===== src/logic/rca_pkg.sv =====
// Constants shared by the real-time clock counter block.
// Assumes one 40 MHz system clock; slow sources arrive as synchronous levels.
`default_nettype none
package rca_pkg;
    // Time-base source choices
    typedef enum logic [1:0] {
        RCA_SRC_LSE,
        RCA_SRC_LSI,
        RCA_SRC_HSE
    } rca_src_e;

    localparam int RCA_PRESC_W = 20;
    localparam int RCA_CNT_W = 32;
    localparam int RCA_BKP_W = 16;
    localparam int RCA_BKP_N = 10;
    localparam int RCA_BKP_AW = 4;

    localparam int RCA_CLK_HZ = 40000000;
    localparam int RCA_LSE_HZ = 32768;
    localparam int RCA_CAL_HZ = 512;
    localparam int RCA_HSE_DIV = 128;
    // Half period of the calibration output, in source edges
    localparam int RCA_CAL_HALF = RCA_LSE_HZ / (2 * RCA_CAL_HZ);
    localparam int RCA_CAL_W = $clog2(RCA_CAL_HALF);
    localparam int RCA_HSE_W = $clog2(RCA_HSE_DIV);

    // One tick per second from the low-speed crystal
    localparam logic [RCA_PRESC_W-1:0] RCA_PRESC_RST = 20'(RCA_LSE_HZ - 1);
    localparam logic [RCA_CNT_W-1:0] RCA_CNT_RST = 32'h0000_0000;
    localparam logic [RCA_CNT_W-1:0] RCA_CMP_RST = 32'hFFFF_FFFF;
endpackage
`default_nettype wire


===== src/logic/rca_top.sv =====
// Real-time clock: source select, prescaler, 32-bit counter, alarm, backup words.
// Assumes all control inputs and slow source levels are synchronous to clk.
`default_nettype none
////////////////////////////////////////////////////////////////////////////////
// Function
// (RULE1) Time base is selected from low-speed crystal, low-power oscillator or divided HSE.
// (RULE2) High-speed external clock is divided by a fixed 128 before the prescaler.
// (RULE3) Programmable 20-bit prescaler; reset value gives one tick per second.
// (RULE4) 32-bit counter that software can load for long intervals.
// (RULE5) Counters run continuously without any software restart.
// (RULE6) Compare value held; alarm raised when counter matches it.
// (RULE7) Two separate interrupt sources: alarm and periodic.
// (RULE8) 512 Hz derived clock driven out for calibration.
// (RULE9) Ten 16-bit backup registers, twenty bytes of retained storage.
// (RULE10) Counter increments on prescaler terminal count; periodic flag set same tick.
// (RULE11) Alarm flag sets when counter becomes equal to compare; held until cleared. Code sets it only on a tick, not on cnt_wr or cmp_wr.
module rca_top #(
    parameter int PRESC_W = rca_pkg::RCA_PRESC_W,
    parameter int CNT_W = rca_pkg::RCA_CNT_W,
    parameter int BKP_N = rca_pkg::RCA_BKP_N
) (
    input wire logic clk,
    input wire logic srst,
    input wire logic [1:0] src_sel,
    input wire logic lse_clk,
    input wire logic lsi_clk,
    input wire logic hse_clk,
    input wire logic presc_wr,
    input wire logic [PRESC_W-1:0] presc_data,
    input wire logic cnt_wr,
    input wire logic [CNT_W-1:0] cnt_data,
    input wire logic cmp_wr,
    input wire logic [CNT_W-1:0] cmp_data,
    input wire logic alarm_clr,
    input wire logic tick_clr,
    input wire logic cal_en,
    input wire logic bkp_wr,
    input wire logic [rca_pkg::RCA_BKP_AW-1:0] bkp_wr_addr,
    input wire logic [rca_pkg::RCA_BKP_W-1:0] bkp_wr_data,
    input wire logic [rca_pkg::RCA_BKP_AW-1:0] bkp_rd_addr,
    output logic [rca_pkg::RCA_BKP_W-1:0] bkp_rd_data,
    output logic [CNT_W-1:0] count,
    output logic [CNT_W-1:0] compare,
    output logic [PRESC_W-1:0] presc_left,
    output logic alarm_irq,
    output logic tick_irq,
    output logic cal_out
);
    generate
        if (PRESC_W < 16 || PRESC_W > 32 || CNT_W < 1 || CNT_W > 64) begin : g_bad
            $error("rca_top: unsupported PRESC_W or CNT_W");
        end
        if (BKP_N < 1 || BKP_N > (1 << rca_pkg::RCA_BKP_AW)) begin : g_bad_bkp
            $error("rca_top: BKP_N does not fit the backup address");
        end
    endgenerate

    logic lse_q;
    logic lsi_q;
    logic hse_q;
    logic lse_edge;
    logic lsi_edge;
    logic hse_edge;
    logic [rca_pkg::RCA_HSE_W-1:0] hse_div;
    logic hse_pulse;
    logic src_edge;
    logic [PRESC_W-1:0] presc_reload;
    logic tick;
    logic [CNT_W-1:0] next_count;
    logic [rca_pkg::RCA_CAL_W-1:0] cal_div;

    ////////////////////////////////////////////////////////////////////////////
    // Source edge detection and selection

    // Not reset: following the pins through reset avoids a false edge at release
    // Each source must stay high and low for a clock at least, or edges are lost
    always_ff @(posedge clk) begin
        lse_q <= lse_clk;
        lsi_q <= lsi_clk;
        hse_q <= hse_clk;
    end

    assign lse_edge = lse_clk && !lse_q;
    assign lsi_edge = lsi_clk && !lsi_q;
    assign hse_edge = hse_clk && !hse_q;

    // Divide HSE rising edges down by 128
    always_ff @(posedge clk) begin
        if (srst) begin
            hse_div <= '0;
            hse_pulse <= 1'b0;
        end else begin
            hse_pulse <= 1'b0;
            if (hse_edge) begin
                hse_div <= hse_div + 1'b1; // (RULE2)
                hse_pulse <= (hse_div == rca_pkg::RCA_HSE_W'(rca_pkg::RCA_HSE_DIV - 1));
            end
        end
    end

    // Unused select code falls back to the crystal
    always_comb begin
        unique case (src_sel)
            2'(rca_pkg::RCA_SRC_LSE): src_edge = lse_edge; // (RULE1)
            2'(rca_pkg::RCA_SRC_LSI): src_edge = lsi_edge; // (RULE1)
            2'(rca_pkg::RCA_SRC_HSE): src_edge = hse_pulse; // (RULE1)
            default: src_edge = lse_edge; // (RULE1)
        endcase
    end

    ////////////////////////////////////////////////////////////////////////////
    // Prescaler

    always_ff @(posedge clk) begin
        if (srst) begin
            presc_reload <= PRESC_W'(rca_pkg::RCA_PRESC_RST); // (RULE3)
        end else if (presc_wr) begin
            presc_reload <= presc_data; // (RULE3)
        end
    end

    // Down-counter; a new reload value takes effect at once
    // Terminal count is zero, so a reload value R divides by R + 1
    always_ff @(posedge clk) begin
        if (srst) begin
            presc_left <= PRESC_W'(rca_pkg::RCA_PRESC_RST);
        end else if (presc_wr) begin
            presc_left <= presc_data;
        end else if (src_edge) begin
            if (presc_left == '0) begin
                presc_left <= presc_reload; // (RULE5)
            end else begin
                presc_left <= presc_left - 1'b1; // (RULE3)
            end
        end
    end

    assign tick = src_edge && !presc_wr && (presc_left == '0); // (RULE10)

    ////////////////////////////////////////////////////////////////////////////
    // Counter, compare and flags

    // Software load wins over a coincident tick
    always_comb begin
        if (cnt_wr) begin
            next_count = cnt_data; // (RULE4)
        end else if (tick) begin
            next_count = count + 1'b1; // (RULE10)
        end else begin
            next_count = count;
        end
    end

    // Wraps from all ones to zero; no overflow flag is kept
    always_ff @(posedge clk) begin
        if (srst) begin
            count <= CNT_W'(rca_pkg::RCA_CNT_RST);
        end else begin
            count <= next_count; // (RULE5)
        end
    end

    always_ff @(posedge clk) begin
        if (srst) begin
            compare <= CNT_W'(rca_pkg::RCA_CMP_RST);
        end else if (cmp_wr) begin
            compare <= cmp_data; // (RULE6)
        end
    end

    // Set beats clear so no event is lost
    always_ff @(posedge clk) begin
        if (srst) begin
            alarm_irq <= 1'b0;
        end else if (tick && !cnt_wr && (next_count == compare)) begin
            alarm_irq <= 1'b1; // (RULE11)
        end else if (alarm_clr) begin
            alarm_irq <= 1'b0; // (RULE7)
        end
    end

    always_ff @(posedge clk) begin
        if (srst) begin
            tick_irq <= 1'b0;
        end else if (tick) begin
            tick_irq <= 1'b1; // (RULE10)
        end else if (tick_clr) begin
            tick_irq <= 1'b0; // (RULE7)
        end
    end

    ////////////////////////////////////////////////////////////////////////////
    // Calibration output: exact 512 Hz only from a 32.768 kHz source
    // Divider restarts whenever the output is switched off

    always_ff @(posedge clk) begin
        if (srst || !cal_en) begin
            cal_div <= '0;
            cal_out <= 1'b0;
        end else if (src_edge) begin
            cal_div <= cal_div + 1'b1;
            if (cal_div == rca_pkg::RCA_CAL_W'(rca_pkg::RCA_CAL_HALF - 1)) begin
                cal_out <= !cal_out; // (RULE8)
            end
        end
    end

    ////////////////////////////////////////////////////////////////////////////
    // Backup words

    rca_backup_mem #(
        .WIDTH(rca_pkg::RCA_BKP_W),
        .DEPTH(BKP_N),
        .AW(rca_pkg::RCA_BKP_AW)
    ) u_bkp (
        .clk(clk),
        .srst(srst),
        .wr_en(bkp_wr),
        .wr_addr(bkp_wr_addr),
        .wr_data(bkp_wr_data),
        .rd_addr(bkp_rd_addr),
        .rd_data(bkp_rd_data)
    ); // (RULE9)
endmodule
`default_nettype wire


===== src/logic/rca_backup_mem.sv =====
// Backup storage words with registered read data.
// Assumes the array itself is kept across main-power loss; only the read port resets.
`default_nettype none
module rca_backup_mem #(
    parameter int WIDTH = 16,
    parameter int DEPTH = 10,
    parameter int AW = 4
) (
    input wire logic clk,
    input wire logic srst,
    input wire logic wr_en,
    input wire logic [AW-1:0] wr_addr,
    input wire logic [WIDTH-1:0] wr_data,
    input wire logic [AW-1:0] rd_addr,
    output logic [WIDTH-1:0] rd_data
);
    generate
        if (DEPTH < 1 || DEPTH > (1 << AW)) begin : g_bad
            $error("rca_backup_mem: DEPTH does not fit AW");
        end
    endgenerate

    logic [WIDTH-1:0] mem [DEPTH];

    // Storage deliberately has no reset: it must survive a system reset
    always_ff @(posedge clk) begin
        if (wr_en && (32'(wr_addr) < DEPTH)) begin
            mem[wr_addr] <= wr_data; // (RULE9)
        end
    end

    always_ff @(posedge clk) begin
        if (srst) begin
            rd_data <= '0;
        end else if (32'(rd_addr) < DEPTH) begin
            rd_data <= mem[rd_addr];
        end else begin
            rd_data <= '0;
        end
    end
endmodule
`default_nettype wire


===== config.mk =====
export PLATFORM = sky130hd
export DESIGN_NAME = rca_top
export DESIGN_NICKNAME = d
export VERILOG_FILES = /design/src/logic/rca_pkg.sv /design/src/logic/rca_top.sv /design/src/logic/rca_backup_mem.sv
export SDC_FILE = /design/constraint.sdc
export NUM_CORES = 1
export LEC_CHECK = 0
export ABC_CLOCK_PERIOD_IN_PS = 3000
export BUFFER_PORTS_ARGS = -buffer_cell sky130_fd_sc_hd__buf_2
export CAP_MARGIN = 20
export CORE_MARGIN = 3
export CORE_UTILIZATION = 56
export DETAILED_ROUTE_END_ITERATION = 7
export PLACE_DENSITY = 0.81
export SLEW_MARGIN = 40
export SYNTH_ARGS = -nofsm -noshare
export SYNTH_HDL_FRONTEND = slang
export SYNTH_SLANG_ARGS = --single-unit

===== constraint.sdc =====
create_clock -name clk -period 3 [get_ports clk]
set_input_delay 0.3 -clock clk [delete_from_list [all_inputs] [get_ports clk]]
set_output_delay 0.3 -clock clk [all_outputs]
set_load 0.02 [all_outputs]

==> flow_metrics.env, run 1 <==
export IMPL_holdWs_ns=0.0238
export IMPL_nets=1584
export IMPL_min_delay_start="presc_data[13]"
export IMPL_share_of_synthesized_registers_carrying_an_async_set_or_reset=0
export IMPL_synth_area_top_cells="sky130_fd_sc_hd__edfxtp_1 (37%), sky130_fd_sc_hd__dfxtp_1 (21%), sky130_fd_sc_hd__mux4_2 (5.5%)"
export IMPL_drc=0
export IMPL_synth_edf_count=160
export IMPL_fin_worst_skew_ns=0.0151
export IMPL_num_vias=10700
export IMPL_hp_class="input pin to flop"
export IMPL_first_global_vias=10500
export IMPL_postSynthRegisterBits=299
export IMPL_switching_power_as_a_share_of_total_power=0.238
export IMPL_via_per_inst=5.96
export IMPL_share_clk_of_total_power=0.406
export IMPL_place_congestion=0.979
export IMPL_route_final_wire_length_um=37800
export IMPL_firstDrtPassIters=5
export IMPL_clkLatencyLatePin_ns=0.55
export IMPL_dp_hpwl_um=24400
export IMPL_worstPathArrival_ns=3.35
export IMPL_power_density_nw_per_um2=569
export IMPL_place_inst=1674
export IMPL_detailed_route_iter0_violations=1097
export IMPL_timing_setup_critical_path_class="flop to flop"
export IMPL_final_max_slew_violation_count=0
export IMPL_grt_pass1_wl_um=58600
export IMPL_timing_critical_path_from="presc_left[14]$_SDFFE_PP1P_"
export IMPL_synthDominantAreaCellType="sky130_fd_sc_hd__edfxtp_1"
export IMPL_num_rows=55
export IMPL_crit_reg2reg_launch="presc_left[14]$_SDFFE_PP1P_"
export IMPL_largest_net_degree_at_the_start_of_global_routing=79
export IMPL_post_synth_net_total=1259
export IMPL_starting_density_of_the_core=0.574
export IMPL_finalHoldViolations=0
export IMPL_synthCells=1129
export IMPL_combinationalPowerShare=0.111
export IMPL_yosysSeqAreaShare=0.578
export IMPL_synth_lib_cells_used_distinct=71
export IMPL_layout_setup_ws_ns=0.135
export IMPL_sequential_power_share=0.482
export IMPL_fp_dieH_um=159
export IMPL_die_area_um2=25300
export IMPL_layout_drive_gt1_share=0.279
export IMPL_final_cells=1792
export IMPL_min_period_ns=2.87
export IMPL_worst_slew_pin_slew_ns=0.829
export IMPL_drtAntennaViolNets=0
export IMPL_netSwitchingPower_mw=2.26
export IMPL_syn_cell_area_um2=13100
export IMPL_clock_sinks=299
export IMPL_leakagePower_nw=6.53
export IMPL_preCtsSetupSlack_ns=-0.0467
export IMPL_critical_path_source_type="flop"
export IMPL_synthToLayoutAreaGrowth_pct=27.1
export IMPL_portBuffers=224
export IMPL_fmax_mhz=349
export IMPL_critical_path_max_fanout=5
export IMPL_ys_warn_count=0
export IMPL_floorplan_core_area_um2=22800
export IMPL_fillerInstances=1507
export IMPL_period_utilization=0.955
export IMPL_cts_buffers=30
export IMPL_htree_num_levels=1
export IMPL_slew_headroom=0.446
export IMPL_finalSetupViolations=0
export IMPL_internal_power_mw=7.23
export IMPL_worst_endpoint_required_ns=3.49
export IMPL_ir_worst_vdd_mv=0.544
export IMPL_worst_path_clk_slew_ns=0.06
export IMPL_post_synth_top_count_cell="sky130_fd_sc_hd__edfxtp_1"
export IMPL_tritoncts="done"
export IMPL_max_cap_violations=0
export IMPL_top_reg_cell_synth="sky130_fd_sc_hd__edfxtp_1"
export IMPL_yosys_area_top_type_share=0.366
export IMPL_cts_root_buffer_cell="sky130_fd_sc_hd__clkbuf_16"
export IMPL_cts_buffer_depth=3
export IMPL_top_level_ports=225
export IMPL_gr_total_overflow=0
export IMPL_route_detailed_wl_per_inst_um=21.1
export IMPL_total_power_mw=9.49
export IMPL_grt_antenna_before_repair=2
export IMPL_synth_top_cells_by_count="sky130_fd_sc_hd__edfxtp_1 (160), sky130_fd_sc_hd__dfxtp_1 (139), sky130_fd_sc_hd__nor2_1 (112), sky130_fd_sc_hd__nand2_1 (82), sky130_fd_sc_hd__a21oi_1 (65)"
export IMPL_die_w_um=159
export IMPL_post_synthesis_mean_instance_area_um2=11.6
export IMPL_globalRouteTotalUtil=0.289
export IMPL_end_kind="flop"
export IMPL_outcome="completed"
-- placed cells by master (no fill, tap or decap), drive strengths merged, types with 6 or more instances in the layout --
master	Yosys	routed
nand4	20	20
nor4	16	16
nand3b	6	6
edfxtp	160	160
ha	8	8
o22ai	6	6
mux2i	53	53
a31oi	7	7
xor2	28	28
nand3	16	16
nand2	82	82
mux4	32	32
xnor2	34	34
inv	26	27
and3	8	8
nand2b	13	13
and2	7	7
nor2	113	113
a21oi	65	65
nor2b	24	24
buf	16	300
dlygate4sd3	0	59
o21ai	46	46
a22oi	11	11
and3b	6	6
a211oi	41	41
clkbuf	50	42
dfxtp	139	139
o31ai	7	7
nor3	26	26
-- power groups by stage --
stage / Combinational, mW / Clock [mW] / Sequential, mW
after floorplan: 0.463 / 0 / 4.74
after global placement: 0.951 / 0 / 4.65
after detailed placement: 0.963 / 0 / 4.66
after CTS: 1.03 / 3.90 / 4.57
after global routing: 1.13 / 4.07 / 4.59
final: 1.06 / 3.86 / 4.58
-- cell families after synthesis --
family          after synthesis  share of synthesized area
mux                          88                     0.0982
flops                       299                      0.578
xor+xnor                     62                     0.0414
simple gates                360                      0.140
fa+ha+maj                     8                    0.00763
buf+inv                      92                     0.0278
compound gates              220                      0.107
-- critical path, stage by stage, from the launching register on --
cell,delay [ns]
sky130_fd_sc_hd__dfxtp_1,0.31
sky130_fd_sc_hd__or4_4,0.57
sky130_fd_sc_hd__nor4_1,0.34
sky130_fd_sc_hd__and4_1,0.37
sky130_fd_sc_hd__nand3_1,0.17
sky130_fd_sc_hd__a32o_1,0.29
sky130_fd_sc_hd__nand4b_1,0.20
sky130_fd_sc_hd__nor4_1,0.30
sky130_fd_sc_hd__a31oi_1,0.12
sky130_fd_sc_hd__o21ai_1,0.13
-- metal layers --
metal	up-vias	global-route usage	wire length, um
met3	96	0.0552	3440
met4	2	0.0927	1240
met2	589	0.497	18300
met1	5147	0.374	14800
met5	-	0	13
li1	4838	-	-
-- stage by stage --
step                area (um^2)  setup TNS [ns]   util
detailed placement        15000         -0.0467  0.655
global placement          15000               0  0.655
floorplan                 13100               0      -
global route              16700        -0.00114  0.730
CTS                       16600               0  0.727
finish                    16700               0  0.730
-- timing repair --
| action | 4_1_cts | 5_1_grt |
|---|---|---|
| setup buffers | 2 | 0 |
| resized for setup | 1 | 13 |
| endpoints found under the hold margin | 64 | 0 |
| hold buffers | 59 | 0 |
| pin swaps | 1 | 2 |
| endpoints found under the setup margin | 1 | 1 |
-- sequential cells by signal, summed over array words and instances (netlist names), 5 cells and up --
register       cells
cal_div            5
compare           32
count             32
hse_div            7
presc_left        20
presc_reload      20
u_bkp.mem        160
u_bkp.rd_data     16
-- area by class of cell --
class                      instances  area [um^2]  share of cell area
multi-input combinational        738         5240               0.314
clock buffer                      42          855              0.0512
sequential                       299         7590               0.455
timing repair buffer             359         2330               0.139
inverter                          26         97.6             0.00585
antenna                            1         2.50            0.000150
clock inverter                    14          178              0.0107
tap                              313          392              0.0235
-- worst paths after layout --
kind                              endpoint  slack, ns  cells after the start
min            presc_left[13]$_SDFFE_PP1P_       0.02                      3
max reg2reg         alarm_irq$_SDFFE_PP0P_       0.13                      9
max                 alarm_irq$_SDFFE_PP0P_       0.13                      9
min reg2reg  presc_reload[19]$_SDFFE_PP0P_       0.45                      2
Power figures use the tool's default switching activity.
==> run 2, diff against run 1 <==
--- a/config.mk
+++ b/config.mk
@@ -6,9 +6,8 @@
 export NUM_CORES = 1
 export LEC_CHECK = 0
 export ABC_CLOCK_PERIOD_IN_PS = 3000
-export BUFFER_PORTS_ARGS = -buffer_cell sky130_fd_sc_hd__buf_2
+export BUFFER_PORTS_ARGS = -buffer_cell sky130_fd_sc_hd__buf_4
 export CAP_MARGIN = 20
-export CORE_MARGIN = 3
 export CORE_UTILIZATION = 56
 export DETAILED_ROUTE_END_ITERATION = 7
 export PLACE_DENSITY = 0.81
==> run 2 against run 1 <==
Critical path type unchanged; power grew 1.2%; combinational power grew 13%; hold slack worse by 0.0047 ns; global-route usage is 3.0 points higher; non-clock buffer count grew 39; largest power group unchanged; utilization rose by 4.3 points; die area shrank 5.0%; clock skew decreased by 0.0015 ns.
==> flow_metrics.env, run 2 (synthesis gave the netlist of run 1 again) <==
export IMPL_cts_buffer_depth=3
export IMPL_starting_density_of_the_core=0.576
export IMPL_first_global_vias=10700
export IMPL_ir_worst_vdd_mv=0.547
export IMPL_min_delay_start="cnt_data[6]"
export IMPL_top_layer_used="met4"
export IMPL_final_cells=1832
export IMPL_critical_path_cell_chain="or4_4, nor2_4, nand4_1, buf_4, nor2_2, buf_4, nand2_1, xor2_1, nor2_1, a21oi_2, nor2_1, dlygate4sd3_1"
export IMPL_whs_endpoint="count[6]$_SDFF_PP0_"
export IMPL_finalHoldViolations=0
export IMPL_clock_sinks=299
export IMPL_firstDrtPassIters=6
export IMPL_layout_top_registers="u_bkp.mem x160, compare x32, count x32"
export IMPL_globalRouteTotalUtil=0.319
export IMPL_place_inst=1676
export IMPL_rr_endpoint="count[27]$_SDFF_PP0_"
export IMPL_power_density_nw_per_um2=546
export IMPL_fmax_mhz=344
export IMPL_mostFrequentLayoutCell="sky130_fd_sc_hd__buf_4"
export IMPL_routed_wl_met3_um=3380
export IMPL_met1Wirelength_um=15200
export IMPL_clkLatencyLatePin_ns=0.57
export IMPL_min_delay_path_depth=3
export IMPL_worst_path_clk_slew_ns=0.06
export IMPL_critPathTopFamily="simple AND/OR/NAND/NOR gates"
export IMPL_place_congestion=1.00
export IMPL_dp_hpwl_um=25200
export IMPL_grt_antenna_before_repair=1
export IMPL_largest_net_degree_at_the_start_of_global_routing=60
export IMPL_slew_headroom=0.451
export IMPL_route_detailed_wl_per_inst_um=21.2
export IMPL_tritoncts="done"
export IMPL_layout_setup_ws_ns=0.0932
export IMPL_gr_total_overflow=0
export IMPL_largest_register="u_bkp.mem"
export IMPL_route_final_wire_length_um=38900
export IMPL_preCtsSetupSlack_ns=-0.172
export IMPL_timing_setup_critical_path_class="flop to flop"
export IMPL_worstRegToRegCells=12
export IMPL_outcome="completed"
export IMPL_die_w_um=155
export IMPL_top_level_ports=225
export IMPL_critical_path_source_type="flop"
export IMPL_crit_reg2reg_launch="presc_left[16]$_SDFFE_PP0P_"
export IMPL_worstPathArrival_ns=3.41
export IMPL_drc=0
export IMPL_leakagePower_nw=6.88
export IMPL_worst_endpoint_required_ns=3.50
export IMPL_met2RoutedLength_um=18900
export IMPL_reg2reg_setup_slack_ns=0.09
export IMPL_final_max_slew_violation_count=0
export IMPL_num_rows=55
export IMPL_floorplan_core_area_um2=22800
export IMPL_critical_path_max_stage_delay_ns=0.57
export IMPL_via_per_inst=5.88
export IMPL_period_utilization=0.969
export IMPL_finalSetupViolations=0
export IMPL_fp_dieH_um=155
export IMPL_die_area_um2=24000
export IMPL_cts_root_buffer_cell="sky130_fd_sc_hd__clkbuf_16"
export IMPL_fin_worst_skew_ns=0.0136
export IMPL_most_frequent_cells_in_the_layout="sky130_fd_sc_hd__buf_4 (309), sky130_fd_sc_hd__edfxtp_1 (160), sky130_fd_sc_hd__dfxtp_1 (138)"
export IMPL_post_route_cell_area_um2=17600
export IMPL_cts_buffers=31
export IMPL_synthToLayoutAreaGrowth_pct=34.2
export IMPL_max_cap_violations=0
export IMPL_largest_register_ffs=160
export IMPL_worst_slew_pin_slew_ns=0.821
export IMPL_num_vias=10800
export IMPL_hp_class="input pin to flop"
export IMPL_portBuffers=224
export IMPL_end_kind="flop"
export IMPL_drtAntennaViolNets=0
export IMPL_htree_num_levels=1
export IMPL_critical_path_max_fanout=7
export IMPL_postPlaceCellArea_um2=15500
export IMPL_cpMaxStageDelayCell="sky130_fd_sc_hd__dlygate4sd3_1"
export IMPL_detailed_route_iter0_violations=888
export IMPL_grt_pass1_wl_um=58500
export IMPL_layout_drive_gt1_share=0.283
export IMPL_critPathBufInv=3
export IMPL_nets=1624
export IMPL_min_period_ns=2.91
## run 2: how the worst max path moves through the flow
stage	startpoint	to	slack (ns)	depth (start not counted)
floorplan	presc_left[14]$_SDFFE_PP1P_	alarm_irq$_SDFFE_PP0P_	0.15	11
global placement	presc_left[0]$_SDFFE_PP1P_	alarm_irq$_SDFFE_PP0P_	0.06	12
detailed placement	presc_left[1]$_SDFFE_PP1P_	alarm_irq$_SDFFE_PP0P_	-0.17	12
CTS	presc_left[16]$_SDFFE_PP0P_	count[22]$_SDFF_PP0_	0.03	9
global route	presc_left[1]$_SDFFE_PP1P_	alarm_irq$_SDFFE_PP0P_	-0.02	12
finish	presc_left[16]$_SDFFE_PP0P_	count[27]$_SDFF_PP0_	0.09	12
## run 2: area by class of cell
cell class                 count  area, um^2
inverter                      26        97.6
fill                        1415        5180
multi-input combinational    738        5280
antenna                        1        2.50
clock buffer                  48         910
timing repair buffer         398        3220
sequential                   299        7590
tap                          313         392
clock inverter                 9         115
## run 2: metal layers
metal	vias up	track usage
met5	-	0
met4	0	0.130
met3	104	0.0604
met2	582	0.544
met1	5169	0.401
li1	4917	-
## run 2: per-stage QoR
stage	total power [mW]	TNS, ns	hold WS (ns)	util
after global routing	9.90	-0.0239	0.0139	0.773
after detailed placement	5.72	-0.172	0.415	0.681
final	9.61	0	0.0191	0.773
after global placement	5.70	0	0.416	0.681
after CTS	9.61	0	0.00281	0.766
after floorplan	5.21	0	0.328	-
## run 2: repair_timing
item                                    CTS  global route
resized for setup                         4            20
setup buffers                             2             9
endpoints found under the setup margin    1             4
pin swaps                                 1             6
hold buffers                             87             0
hold endpoints to repair                237             0
## run 2: power breakdown
part	leakage, nW	switching (mW)	internal (mW)
clock	0.500	1.57	2.26
combinational	3.79	0.638	0.558
sequential	2.59	0.122	4.46
## run 2: worst reg2reg max path, stage by stage (launching register included)
cell and delay, ns:
sky130_fd_sc_hd__dfxtp_1 0.36, sky130_fd_sc_hd__or4_4 0.55, sky130_fd_sc_hd__nor2_4 0.21, sky130_fd_sc_hd__nand4_1 0.17, sky130_fd_sc_hd__buf_4 0.19, sky130_fd_sc_hd__nor2_2 0.09
sky130_fd_sc_hd__buf_4 0.14, sky130_fd_sc_hd__nand2_1 0.06, sky130_fd_sc_hd__xor2_1 0.14, sky130_fd_sc_hd__nor2_1 0.16, sky130_fd_sc_hd__a21oi_2 0.06, sky130_fd_sc_hd__nor2_1 0.13
sky130_fd_sc_hd__dlygate4sd3_1 0.57
